===== src/verilog/sag_pkg.sv =====
// constants and encodings for the serial anti-streaming guard
package sag_pkg;
   localparam int unsigned CLK_HZ = 100_000_000;
   localparam int unsigned TICK_SEC = 1;
   // one-second prescaler count derived from the clock rate
   localparam int unsigned TICK_CYCLES = CLK_HZ * TICK_SEC;
   localparam int unsigned SEL_W = 3;
   // limit switch codes
   localparam logic [2:0] SEL_4S = 3'h0;
   localparam logic [2:0] SEL_8S = 3'h1;
   localparam logic [2:0] SEL_16S = 3'h2;
   localparam logic [2:0] SEL_32S = 3'h3;
   localparam logic [2:0] SEL_64S = 3'h4;
   localparam logic [2:0] SEL_INF = 3'h7;
   localparam logic [2:0] SEL_DEFAULT = SEL_16S;
   localparam int unsigned LIM_4S = 4;
   localparam int unsigned LIM_64S = 64;
   localparam int unsigned SEC_W = 7;
   localparam int unsigned SYNC_N = 3;
endpackage


===== src/verilog/sag_guard.sv =====
// anti-streaming guard top: rts/cts gating, duration timer, latch
`timescale 1ns/100ps
module sag_guard #(
   parameter int unsigned TICK_CYCLES = sag_pkg::TICK_CYCLES
) (
   input wire logic clk_sys_i,
   input wire logic rst_n_i,
   input wire logic rts_i,
   input wire logic txd_i,
   input wire logic [2:0] limit_sel_i,
   input wire logic reset_btn_i,
   input wire logic up_rx_i,
   input wire logic dn_rx_i,
   output logic cts_o,
   output logic txd_o,
   output logic up_tx_o,
   output logic dn_tx_o,
   output logic tripped_o
);
   if (TICK_CYCLES < 2) begin : g_tick_chk
      $error("sag_guard: TICK_CYCLES too small");
   end

   ////////////////////////////////////////////////////////////////
   // reset release
   logic [1:0] rst_sh_ff;
   logic rst_n;
   always_ff @(posedge clk_sys_i or negedge rst_n_i) begin
      if (!rst_n_i) begin
         rst_sh_ff <= 2'h0;
      end else begin
         rst_sh_ff <= {rst_sh_ff[0], 1'b1};
      end
   end
   assign rst_n = rst_sh_ff[1];

   ////////////////////////////////////////////////////////////////
   // pin synchronisers
   logic [7:0] pin_raw;
   logic [7:0] pin_init;
   logic [7:0] pin_s;
   assign pin_raw = {limit_sel_i, reset_btn_i, dn_rx_i, up_rx_i, txd_i,
                     rts_i};
   assign pin_init = {sag_pkg::SEL_DEFAULT, 1'b0, 1'b1, 1'b1, 1'b1,
                      1'b0};
   sag_sync #(.WIDTH(8)) u_sync (
      .clk_sys_i(clk_sys_i),
      .rst_n_i(rst_n),
      .async_i(pin_raw),
      .init_i(pin_init),
      .sync_o(pin_s)
   );
   logic rts_s;
   logic txd_s;
   logic btn_s;
   logic [2:0] sel_s;
   logic up_rx_s;
   logic dn_rx_s;
   assign rts_s = pin_s[0];
   assign txd_s = pin_s[1];
   assign up_rx_s = pin_s[2];
   assign dn_rx_s = pin_s[3];
   assign btn_s = pin_s[4];
   assign sel_s = pin_s[7:5];

   ////////////////////////////////////////////////////////////////
   // limit decode
   function automatic logic [sag_pkg::SEC_W-1:0] lim_sec(
      input logic [2:0] sel
   );
      logic [sag_pkg::SEC_W-1:0] r;
      r = '0;
      case (sel)
         sag_pkg::SEL_4S: r = 7'(sag_pkg::LIM_4S);
         sag_pkg::SEL_8S: r = 7'(sag_pkg::LIM_4S * 2);
         sag_pkg::SEL_16S: r = 7'(sag_pkg::LIM_4S * 4);
         sag_pkg::SEL_32S: r = 7'(sag_pkg::LIM_4S * 8);
         sag_pkg::SEL_64S: r = 7'(sag_pkg::LIM_64S);
         default: r = '0; // zero means infinite
      endcase
      return r;
   endfunction

   ////////////////////////////////////////////////////////////////
   // guard state
   typedef enum {SAG_IDLE, SAG_TIMING, SAG_TRIPPED} sag_state_t;
   typedef struct packed {
      sag_state_t state;
      logic [31:0] pre;
      logic [sag_pkg::SEC_W-1:0] secs;
      logic cts;
      logic txd;
      logic up_tx;
      logic dn_tx;
      logic trip;
   } sag_st_t;

   sag_st_t st_ff;
   sag_st_t nxt_st;
   logic active;
   logic [sag_pkg::SEC_W-1:0] limit;

   assign active = rts_s | ~txd_s;
   assign limit = lim_sec(sel_s);

   always_comb begin
      nxt_st = st_ff;
      // repeat optical traffic in both directions unconditionally
      nxt_st.up_tx = dn_rx_s;
      nxt_st.dn_tx = up_rx_s;
      case (st_ff.state)
         SAG_IDLE: begin
            nxt_st.pre = '0;
            nxt_st.secs = '0;
            if (active) begin
               nxt_st.state = SAG_TIMING;
            end
         end
         SAG_TIMING: begin
            if (!active) begin
               nxt_st.state = SAG_IDLE;
               nxt_st.pre = '0;
               nxt_st.secs = '0;
            end else if (limit != '0 && st_ff.secs >= limit) begin
               nxt_st.state = SAG_TRIPPED;
            end else if (st_ff.pre == 32'(TICK_CYCLES - 1)) begin
               nxt_st.pre = '0;
               if (st_ff.secs != '1) begin
                  nxt_st.secs = st_ff.secs + 7'h01;
               end
            end else begin
               nxt_st.pre = st_ff.pre + 32'h1;
            end
         end
         SAG_TRIPPED: begin
            if (btn_s) begin
               nxt_st.state = SAG_IDLE;
               nxt_st.pre = '0;
               nxt_st.secs = '0;
            end
         end
         default: nxt_st.state = SAG_IDLE;
      endcase
      nxt_st.trip = (nxt_st.state == SAG_TRIPPED);
      nxt_st.cts = rts_s & ~nxt_st.trip;
      nxt_st.txd = nxt_st.trip ? 1'b1 : txd_s;
   end

   always_ff @(posedge clk_sys_i or negedge rst_n) begin
      if (!rst_n) begin
         st_ff <= '{state: SAG_IDLE, pre: '0, secs: '0, cts: 1'b0,
                    txd: 1'b1, up_tx: 1'b1, dn_tx: 1'b1, trip: 1'b0};
      end else begin
         st_ff <= nxt_st;
      end
   end

   assign cts_o = st_ff.cts;
   assign txd_o = st_ff.txd;
   assign up_tx_o = st_ff.up_tx;
   assign dn_tx_o = st_ff.dn_tx;
   assign tripped_o = st_ff.trip;

   ////////////////////////////////////////////////////////////////
   // checks
   property p_trip_blocks;
      @(posedge clk_sys_i) disable iff (!rst_n)
      tripped_o |-> (!cts_o && txd_o);
   endproperty
   a_trip_blocks: assert property (p_trip_blocks)
      else $error("cts or txd not blocked while tripped");

   property p_trip_holds;
      @(posedge clk_sys_i) disable iff (!rst_n)
      (tripped_o && !btn_s) |=> tripped_o;
   endproperty
   a_trip_holds: assert property (p_trip_holds)
      else $error("trip cleared without reset button");

   property p_trip_cause;
      @(posedge clk_sys_i) disable iff (!rst_n)
      $rose(tripped_o) |-> ($past(st_ff.secs) >= $past(limit)
         && $past(limit) != '0);
   endproperty
   a_trip_cause: assert property (p_trip_cause)
      else $error("trip without limit exceeded");

   property p_inf_never;
      @(posedge clk_sys_i) disable iff (!rst_n)
      (limit == '0 && !tripped_o) |=> !tripped_o;
   endproperty
   a_inf_never: assert property (p_inf_never)
      else $error("trip with infinite limit");

   property p_repeat;
      @(posedge clk_sys_i) disable iff (!rst_n)
      ##1 (up_tx_o == $past(dn_rx_s) && dn_tx_o == $past(up_rx_s));
   endproperty
   a_repeat: assert property (p_repeat)
      else $error("optical repeat disturbed");

   property p_cts_follows;
      @(posedge clk_sys_i) disable iff (!rst_n)
      cts_o |-> ($past(rts_s) && !tripped_o);
   endproperty
   a_cts_follows: assert property (p_cts_follows)
      else $error("cts without rts");

   property p_idle_restart;
      @(posedge clk_sys_i) disable iff (!rst_n)
      (st_ff.state == SAG_TIMING && !active) |=> st_ff.secs == '0;
   endproperty
   a_idle_restart: assert property (p_idle_restart)
      else $error("timer not restarted");

   property p_sel_map;
      @(posedge clk_sys_i) disable iff (!rst_n)
      (sel_s == sag_pkg::SEL_16S) |-> limit == 7'h10;
   endproperty
   a_sel_map: assert property (p_sel_map)
      else $error("switch decode wrong");
endmodule


===== src/verilog/sag_sync.sv =====
// three-stage synchroniser with agreement filter for pin inputs
`timescale 1ns/100ps
module sag_sync #(
   parameter int unsigned WIDTH = 1
) (
   input wire logic clk_sys_i,
   input wire logic rst_n_i,
   input wire logic [WIDTH-1:0] async_i,
   input wire logic [WIDTH-1:0] init_i,
   output logic [WIDTH-1:0] sync_o
);
   typedef struct packed {
      logic [WIDTH-1:0] s1;
      logic [WIDTH-1:0] s2;
      logic [WIDTH-1:0] s3;
      logic [WIDTH-1:0] q;
      logic [1:0] fill;
   } sag_sync_st_t;

   sag_sync_st_t st_ff;
   sag_sync_st_t nxt_st;

   if (WIDTH < 1) begin : g_width_chk
      $error("sag_sync: WIDTH must be at least 1");
   end

   always_comb begin
      nxt_st = st_ff;
      nxt_st.s1 = async_i;
      nxt_st.s2 = st_ff.s1;
      nxt_st.s3 = st_ff.s2;
      // strap default until all three stages carry pin data
      if (st_ff.fill != 2'(sag_pkg::SYNC_N)) begin
         nxt_st.fill = st_ff.fill + 2'h1;
         nxt_st.q = init_i;
      end else if (st_ff.s2 == st_ff.s3) begin
         nxt_st.q = st_ff.s3;
      end
   end

   always_ff @(posedge clk_sys_i or negedge rst_n_i) begin
      if (!rst_n_i) begin
         st_ff <= '0;
      end else begin
         st_ff <= nxt_st;
      end
   end

   // no false edge from the cleared stages right after reset
   assign sync_o = (st_ff.fill == 2'h0) ? init_i : st_ff.q;
endmodule


===== config.mk =====
export PLATFORM = sky130hd
export DESIGN_NAME = sag_guard
export DESIGN_NICKNAME = d
export VERILOG_FILES = /design/src/verilog/sag_pkg.sv /design/src/verilog/sag_guard.sv /design/src/verilog/sag_sync.sv
export SDC_FILE = /design/constraint.sdc
export NUM_CORES = 1
export LEC_CHECK = 0
export BUFFER_PORTS_ARGS = -buffer_cell sky130_fd_sc_hd__buf_2
export CORE_MARGIN = 2
export CORE_UTILIZATION = 60
export CTS_BUF_LIST = sky130_fd_sc_hd__clkbuf_4 sky130_fd_sc_hd__clkbuf_8
export CTS_CLUSTER_DIAMETER = 30
export DETAILED_ROUTE_END_ITERATION = 16
export MAX_ROUTING_LAYER = met4
export PLACE_DENSITY = 0.8
export SKIP_CTS_REPAIR_TIMING = 1
export SYNTH_ARGS = -nofsm -noshare
export SYNTH_HDL_FRONTEND = slang
export SYNTH_SLANG_ARGS = --single-unit
export TNS_END_PERCENT = 100

===== constraint.sdc =====
create_clock -name clk_sys_i -period 8.3 [get_ports clk_sys_i]
set_clock_uncertainty 0.15 [all_clocks]
set_input_delay 1.245 -clock clk_sys_i [delete_from_list [all_inputs] [get_ports clk_sys_i]]
set_output_delay 1.245 -clock clk_sys_i [all_outputs]
set_load 0.01 [all_outputs]

-- Word-level counts from Yosys, hierarchy flattened
Cells that the tools add are included.
- flip-flop bits (word level): 112
- input bits: 10
- logic and storage cells: 61
- add/subtract/negate cells: 3
- order comparisons: 1
- equality and inequality tests: 15
- multiplexer cells: 15
- bitwise operators: 4
- reduce and logical (&&, ||, !) cells: 9
- operator list (cell ; count):
    $mux 71 ; 2
    $pmux 39 s3 ; 1
    $mux 32 ; 3
    $pmux 32 s3 ; 1
    $mux 39 ; 1
    $pmux 7 s5 ; 1
    $add 32x1->32 const B ; 1
    $eq 32x1->1 const B ; 1
    $eq 32x2->1 const B ; 1
    $eq 32x27->1 const B ; 1
    $eq 32x3->1 const B ; 1
    $logic_not 32->1 ; 1
    $mux 8 ; 3
    $mux 7 ; 2
    $ne 3x3->1 const B ; 3
    $eq 8x8->1 ; 1
    $add 7x1->7 const B ; 1
    $ge 7x7->1 ; 1
    $ne 7x7->1 const B ; 1
    $reduce_bool 7->1 ; 1
    $eq 3x2->1 const B ; 2
    $reduce_and 5->1 ; 1
    $ne 2x2->1 const B ; 2
    $eq 3x1->1 const B ; 1
    other kinds (12) ; 13

-- Longest topological paths before layout
- depth after elaboration: 12
- mapped depth: 15
- gate-level depth less buffers: 11

-- Cells and area by module
Synthesis repeated with hierarchy kept, for this count alone.
- cell total of the unflattened synthesis: 423
- area total of the unflattened synthesis: 4921.0 um^2
- modules (own cells, without submodules) (module ; times used ; cells each ; area each (um^2)):
    sag_guard ; 1 ; 346 ; 3639.7
    sag_sync ; 1 ; 77 ; 1281.2

-- Least setup slack after synthesis
No wires, ideal clock.
- path kind: register to register
- start point: reg u_sync.st_ff[0] (netlist name)
- end point: reg st_ff[33] (netlist name)
- data arrival time: 2836 ps
- slack: 5204 ps
- stages on the path, launching flop included: 16
- path buffers: 4
- clock period less this slack: 3096 ps
- path through: dfrtp_1 inv_1 ha_1 clkbuf_1 nor2_1 nand2_1 ha_1 nor2b_1 o2111ai_1 a311o_1 nand3_1 clkbuf_1 clkbuf_1 buf_2 a2bb2oi_1 o41ai_1
- longest elaborated chain between the ends: 8
- elaborated cells on any way between the ends: 18
- classes of those cells: order compare (1); eq/ne (6); mux (4); bitwise (2); reduce/logical (5)
- RTL lines (what ; RTL line ; RTL):
    start, declared ; sag_sync.sv:20 ; sag_sync_st_t st_ff;
    start signal, assigned ; sag_sync.sv:45 ; st_ff <= nxt_st;
    $logic_not 2->1 * ; sag_sync.sv:50 ; assign sync_o = (st_ff.fill == 2'h0) ? init_i : st_ff.q;
    $mux 8 * ; sag_sync.sv:50 ;
    $eq 3x3->1, or another cell as far along ; sag_guard.sv:73 ; case (sel)
    $pmux 7 s5 ; sag_guard.sv:73 ;
    $ge 7x7->1 / $reduce_bool 7->1 (equally long branches) ; sag_guard.sv:124 ; end else if (limit != '0 && st_ff.secs >= limit) begin
    $logic_and 1x1->1 ; sag_guard.sv:124 ;
    $ne 3x3->1 (no source line) ; -- ;
    $reduce_and 3->1 (no source line) ; -- ;
    end signal, assigned ; sag_guard.sv:151 ; st_ff <= '{state: SAG_IDLE, pre: '0, secs: '0, cts: 1'b0,
    end signal, assigned ; sag_guard.sv:154 ; st_ff <= nxt_st;
    end, declared ; sag_guard.sv:98 ; sag_st_t st_ff;
Every way passes the cells marked *; elsewhere a longest branch is shown, timed or not.
A chain may end at the register's enable or synchronous reset.

-- Final worst setup path
- start point: reg u_sync.st_ff[0] (netlist name)
- end point: reg st_ff[15] (netlist name)
The elaborated chain is that of the path after synthesis.

==> results.cfg <==
[timing]
slew_headroom_pct = 33.3
finalCritPeriodShare_pct = 45.1
rsz0062_at_grt = no
drv_slew = 0
fmax_ghz = 0.267
tns_ns = 0
worst_pin_slew_ns = 0.993
final-hold-violation-count = 0
finalSetupViolations = 0
period_needed_ns = 3.74

[global_routing]
grt_max_degree = 66
antenna_found_initial = 0
grt_pass1_vias = 3286
grt_usage_pct = 23.5
grt_pass1_wl_um = 15600
grt_remaining_overflow = 0

[power]
vdd_drop_max_mv = 0.129
seq_power_share_pct = 60.0
power.switching_uw = 257
p_leak_nw = 2.15
combPwrFrac_pct = 4.8
swShare_pct = 26.4
intPower_uw = 716
p_per_area_nw_per_um2 = 182
power.clock.fraction_pct = 35.2

[floorplan]
initial_core_util_pct = 62.3
core_area_um2 = 7810
io_pins = 15
die_w_um = 94.0
dieHeight_um = 94.0
rows = 32
die_area_um2 = 8840

[final_layout]
antenna_cells = 0
final_nets = 498
drive_gt1_share_pct = 9.52
syn_to_final_growth_pct = 9.67
final_common_cell = dfrtp_1
multi_input_area_um2 = 2030
nFillCells = 575
final_cell_mix = 108 x dfrtp_1, 34 x o21ai_0, 34 x nand2_1, 31 x conb_1, 17 x a2bb2oi_1
regArea_um2 = 2810
fin_cells = 585

[clock_tree]
cts_made_buffers = 9
cts_tree = built
clock_tree.buffer_depth = 2
root_buffer = clkbuf_8
cts.sinks = 112
cts_max_level = 3
insertion_delay_ns = 0.38
clk_pin_slew_ns = 0.12

[min_path]
hold_path.class = reg -> async

[synth]
synthDistinctLibCells = 51
synthArstFlopShare_pct = 100
yosysWarnings = 0
syn_area_um2 = 4860
syn_area_per_cell_um2 = 11.1
yosysTopAreaCell = dfrtp_1
synth_edf_count = 0
netlist.area_leader.share_pct = 56.1
netlist_instances = 440
synth_flop_cell = dfrtp_1
ys_ff_latch = 112
yosys-top-cells-area = dfrtp_1 56%, o21ai_0 3.5%, a2bb2oi_1 3.1%
yosysSeqAreaShare_pct = 57.7

[worst_setup_path]
worstSetupEndpointType = flip-flop
startpoint = u_sync.st_ff[0]
critical_path_required_ns = 8.46
critPathLaunchType = flip-flop
critPathArrivalTime_ns = 3.90
cp_max_fo = 19
worst_r2r_startpoint = u_sync.st_ff[0]
worst-setup-path-type = reg -> reg

[drt]
drt_first_pass_iters = 4
drc = 0
wl_per_cell_um = 15.7
finalWirelength_um = 9170
vias = 3504
viasPerCell = 5.99
ant_nets = 0
drt-initial-drc-count = 257

[run]
drv_cap = 0

[placement]
port_buffers = 14
hpwl_um = 6340
dp.cells = 569
place_congestion = 0.888

[outcome]
status = complete, no violations
-- routing by layer --
metal  up-vias  GRT usage, %  part of all wire (%)
met4         0          8.57                   2.2
met2        69          35.2                    48
met1      1749          32.1                    47
li1       1668             -                     -
met3        18          5.22                   3.6
met5         -             -                     0
-- state kept, by name (all words and copies together) (netlist names) --
register and cells:
cts_o 1, dn_tx_o 1, rst_sh_ff 2, st_ff 71, tripped_o 1, txd_o 1, u_sync.nxt_st 16, u_sync.st_ff 18
up_tx_o 1
-- metrics by stage --
step	power (mW)	cell area [um2]	worst slack, ns	hold slack [ns]	util [%]
finish	0.973	5340	4.56	0.177	68.3
detailed placement	0.642	5110	4.60	0.183	65.5
floorplan	0.624	4970	4.80	0.181	-
global route	1.01	5340	4.07	0.203	68.3
global placement	0.638	5110	4.80	0.175	65.5
CTS	0.980	5340	4.57	0.197	68.3
-- logic make-up (layout without fill, tap and decap cells) --
family | count (synthesis) | in the layout | share of synthesized area [%]
AO/OA/AOI/OAI | 105 | 105 | 15.0
XOR/XNOR | 9 | 9 | 1.62
flip-flops | 112 | 112 | 57.7
other | 2 | 31 | 0.154
buffers and inverters | 34 | 48 | 2.83
multiplexers | 9 | 9 | 1.88
adder cells (fa/ha/maj) | 10 | 10 | 2.57
AND/OR/NAND/NOR | 159 | 159 | 18.2
-- power groups by stage --
| stage | Clock [mW] | Sequential [mW] | Combinational (mW) |
|---|---|---|---|
| CTS | 0.349 | 0.585 | 0.0469 |
| global route | 0.369 | 0.588 | 0.0540 |
| finish | 0.342 | 0.584 | 0.0467 |
| global placement | 0 | 0.594 | 0.0440 |
| detailed placement | 0 | 0.595 | 0.0469 |
| floorplan | 0 | 0.597 | 0.0277 |
-- cell type report --
| class | instances | area share [%] |
|---|---|---|
| Inverter | 16 | 1.13 |
| Sequential cell | 112 | 52.7 |
| Timing Repair Buffer | 16 | 1.59 |
| Multi-Input combinational cell | 323 | 38.0 |
| Clock inverter | 7 | 1.85 |
| Tap cell | 102 | 2.39 |
| Clock buffer | 9 | 2.32 |
-- worst max-delay path, stage by stage (launching register included) --
cell     delay (ns)
dfrtp_1        0.41
inv_1          0.06
ha_1           0.32
nor2_1         0.18
nand3_1        0.28
nor3_1         0.85
nand2_1        0.69
or4_1          0.64
o21ai_0        0.09
-- cells in the mapped netlist, types with 2 or more instances --
| library cell | instances |
|---|---|
| or2_2 | 5 |
| or3_1 | 9 |
| inv_1 | 16 |
| xnor2_1 | 9 |
| a31oi_1 | 4 |
| conb_1 | 2 |
| nor4_1 | 11 |
| nand4_1 | 14 |
| nor3b_1 | 2 |
| nand2b_1 | 7 |
| nand4b_1 | 2 |
| o21ai_0 | 34 |
| o41ai_1 | 6 |
| nor4b_1 | 5 |
| a21boi_0 | 2 |
| buf_2 | 4 |
| nor3_1 | 10 |
| nand2_1 | 34 |
| dfstp_2 | 3 |
| nand3_1 | 14 |
| nand3b_1 | 5 |
| a22oi_1 | 2 |
| nor2_1 | 16 |
| o31ai_1 | 16 |
| a21oi_1 | 10 |
| dfrtp_1 | 109 |
| clkbuf_1 | 12 |
| a2bb2oi_1 | 17 |
| and2_1 | 2 |
| or4_1 | 6 |
| ha_1 | 10 |
| nor2b_1 | 6 |
| mux2i_1 | 8 |
| and3_1 | 6 |
| o21a_1 | 4 |
| a211oi_1 | 3 |
-- final timing paths --
path | end | slack [ns] | cells after the start
min reg2reg | st_ff[66] | 0.18 | 0
max | st_ff[15] | 4.56 | 8
min in group clk_sys_i | rst_sh_ff[1] | 0.20 | 0
max in group asynchronous | st_ff[8] | 6.62 | 1
min | st_ff[66] | 0.18 | 0
max reg2reg | st_ff[15] | 4.56 | 8
(Power assumes the default switching activity.)
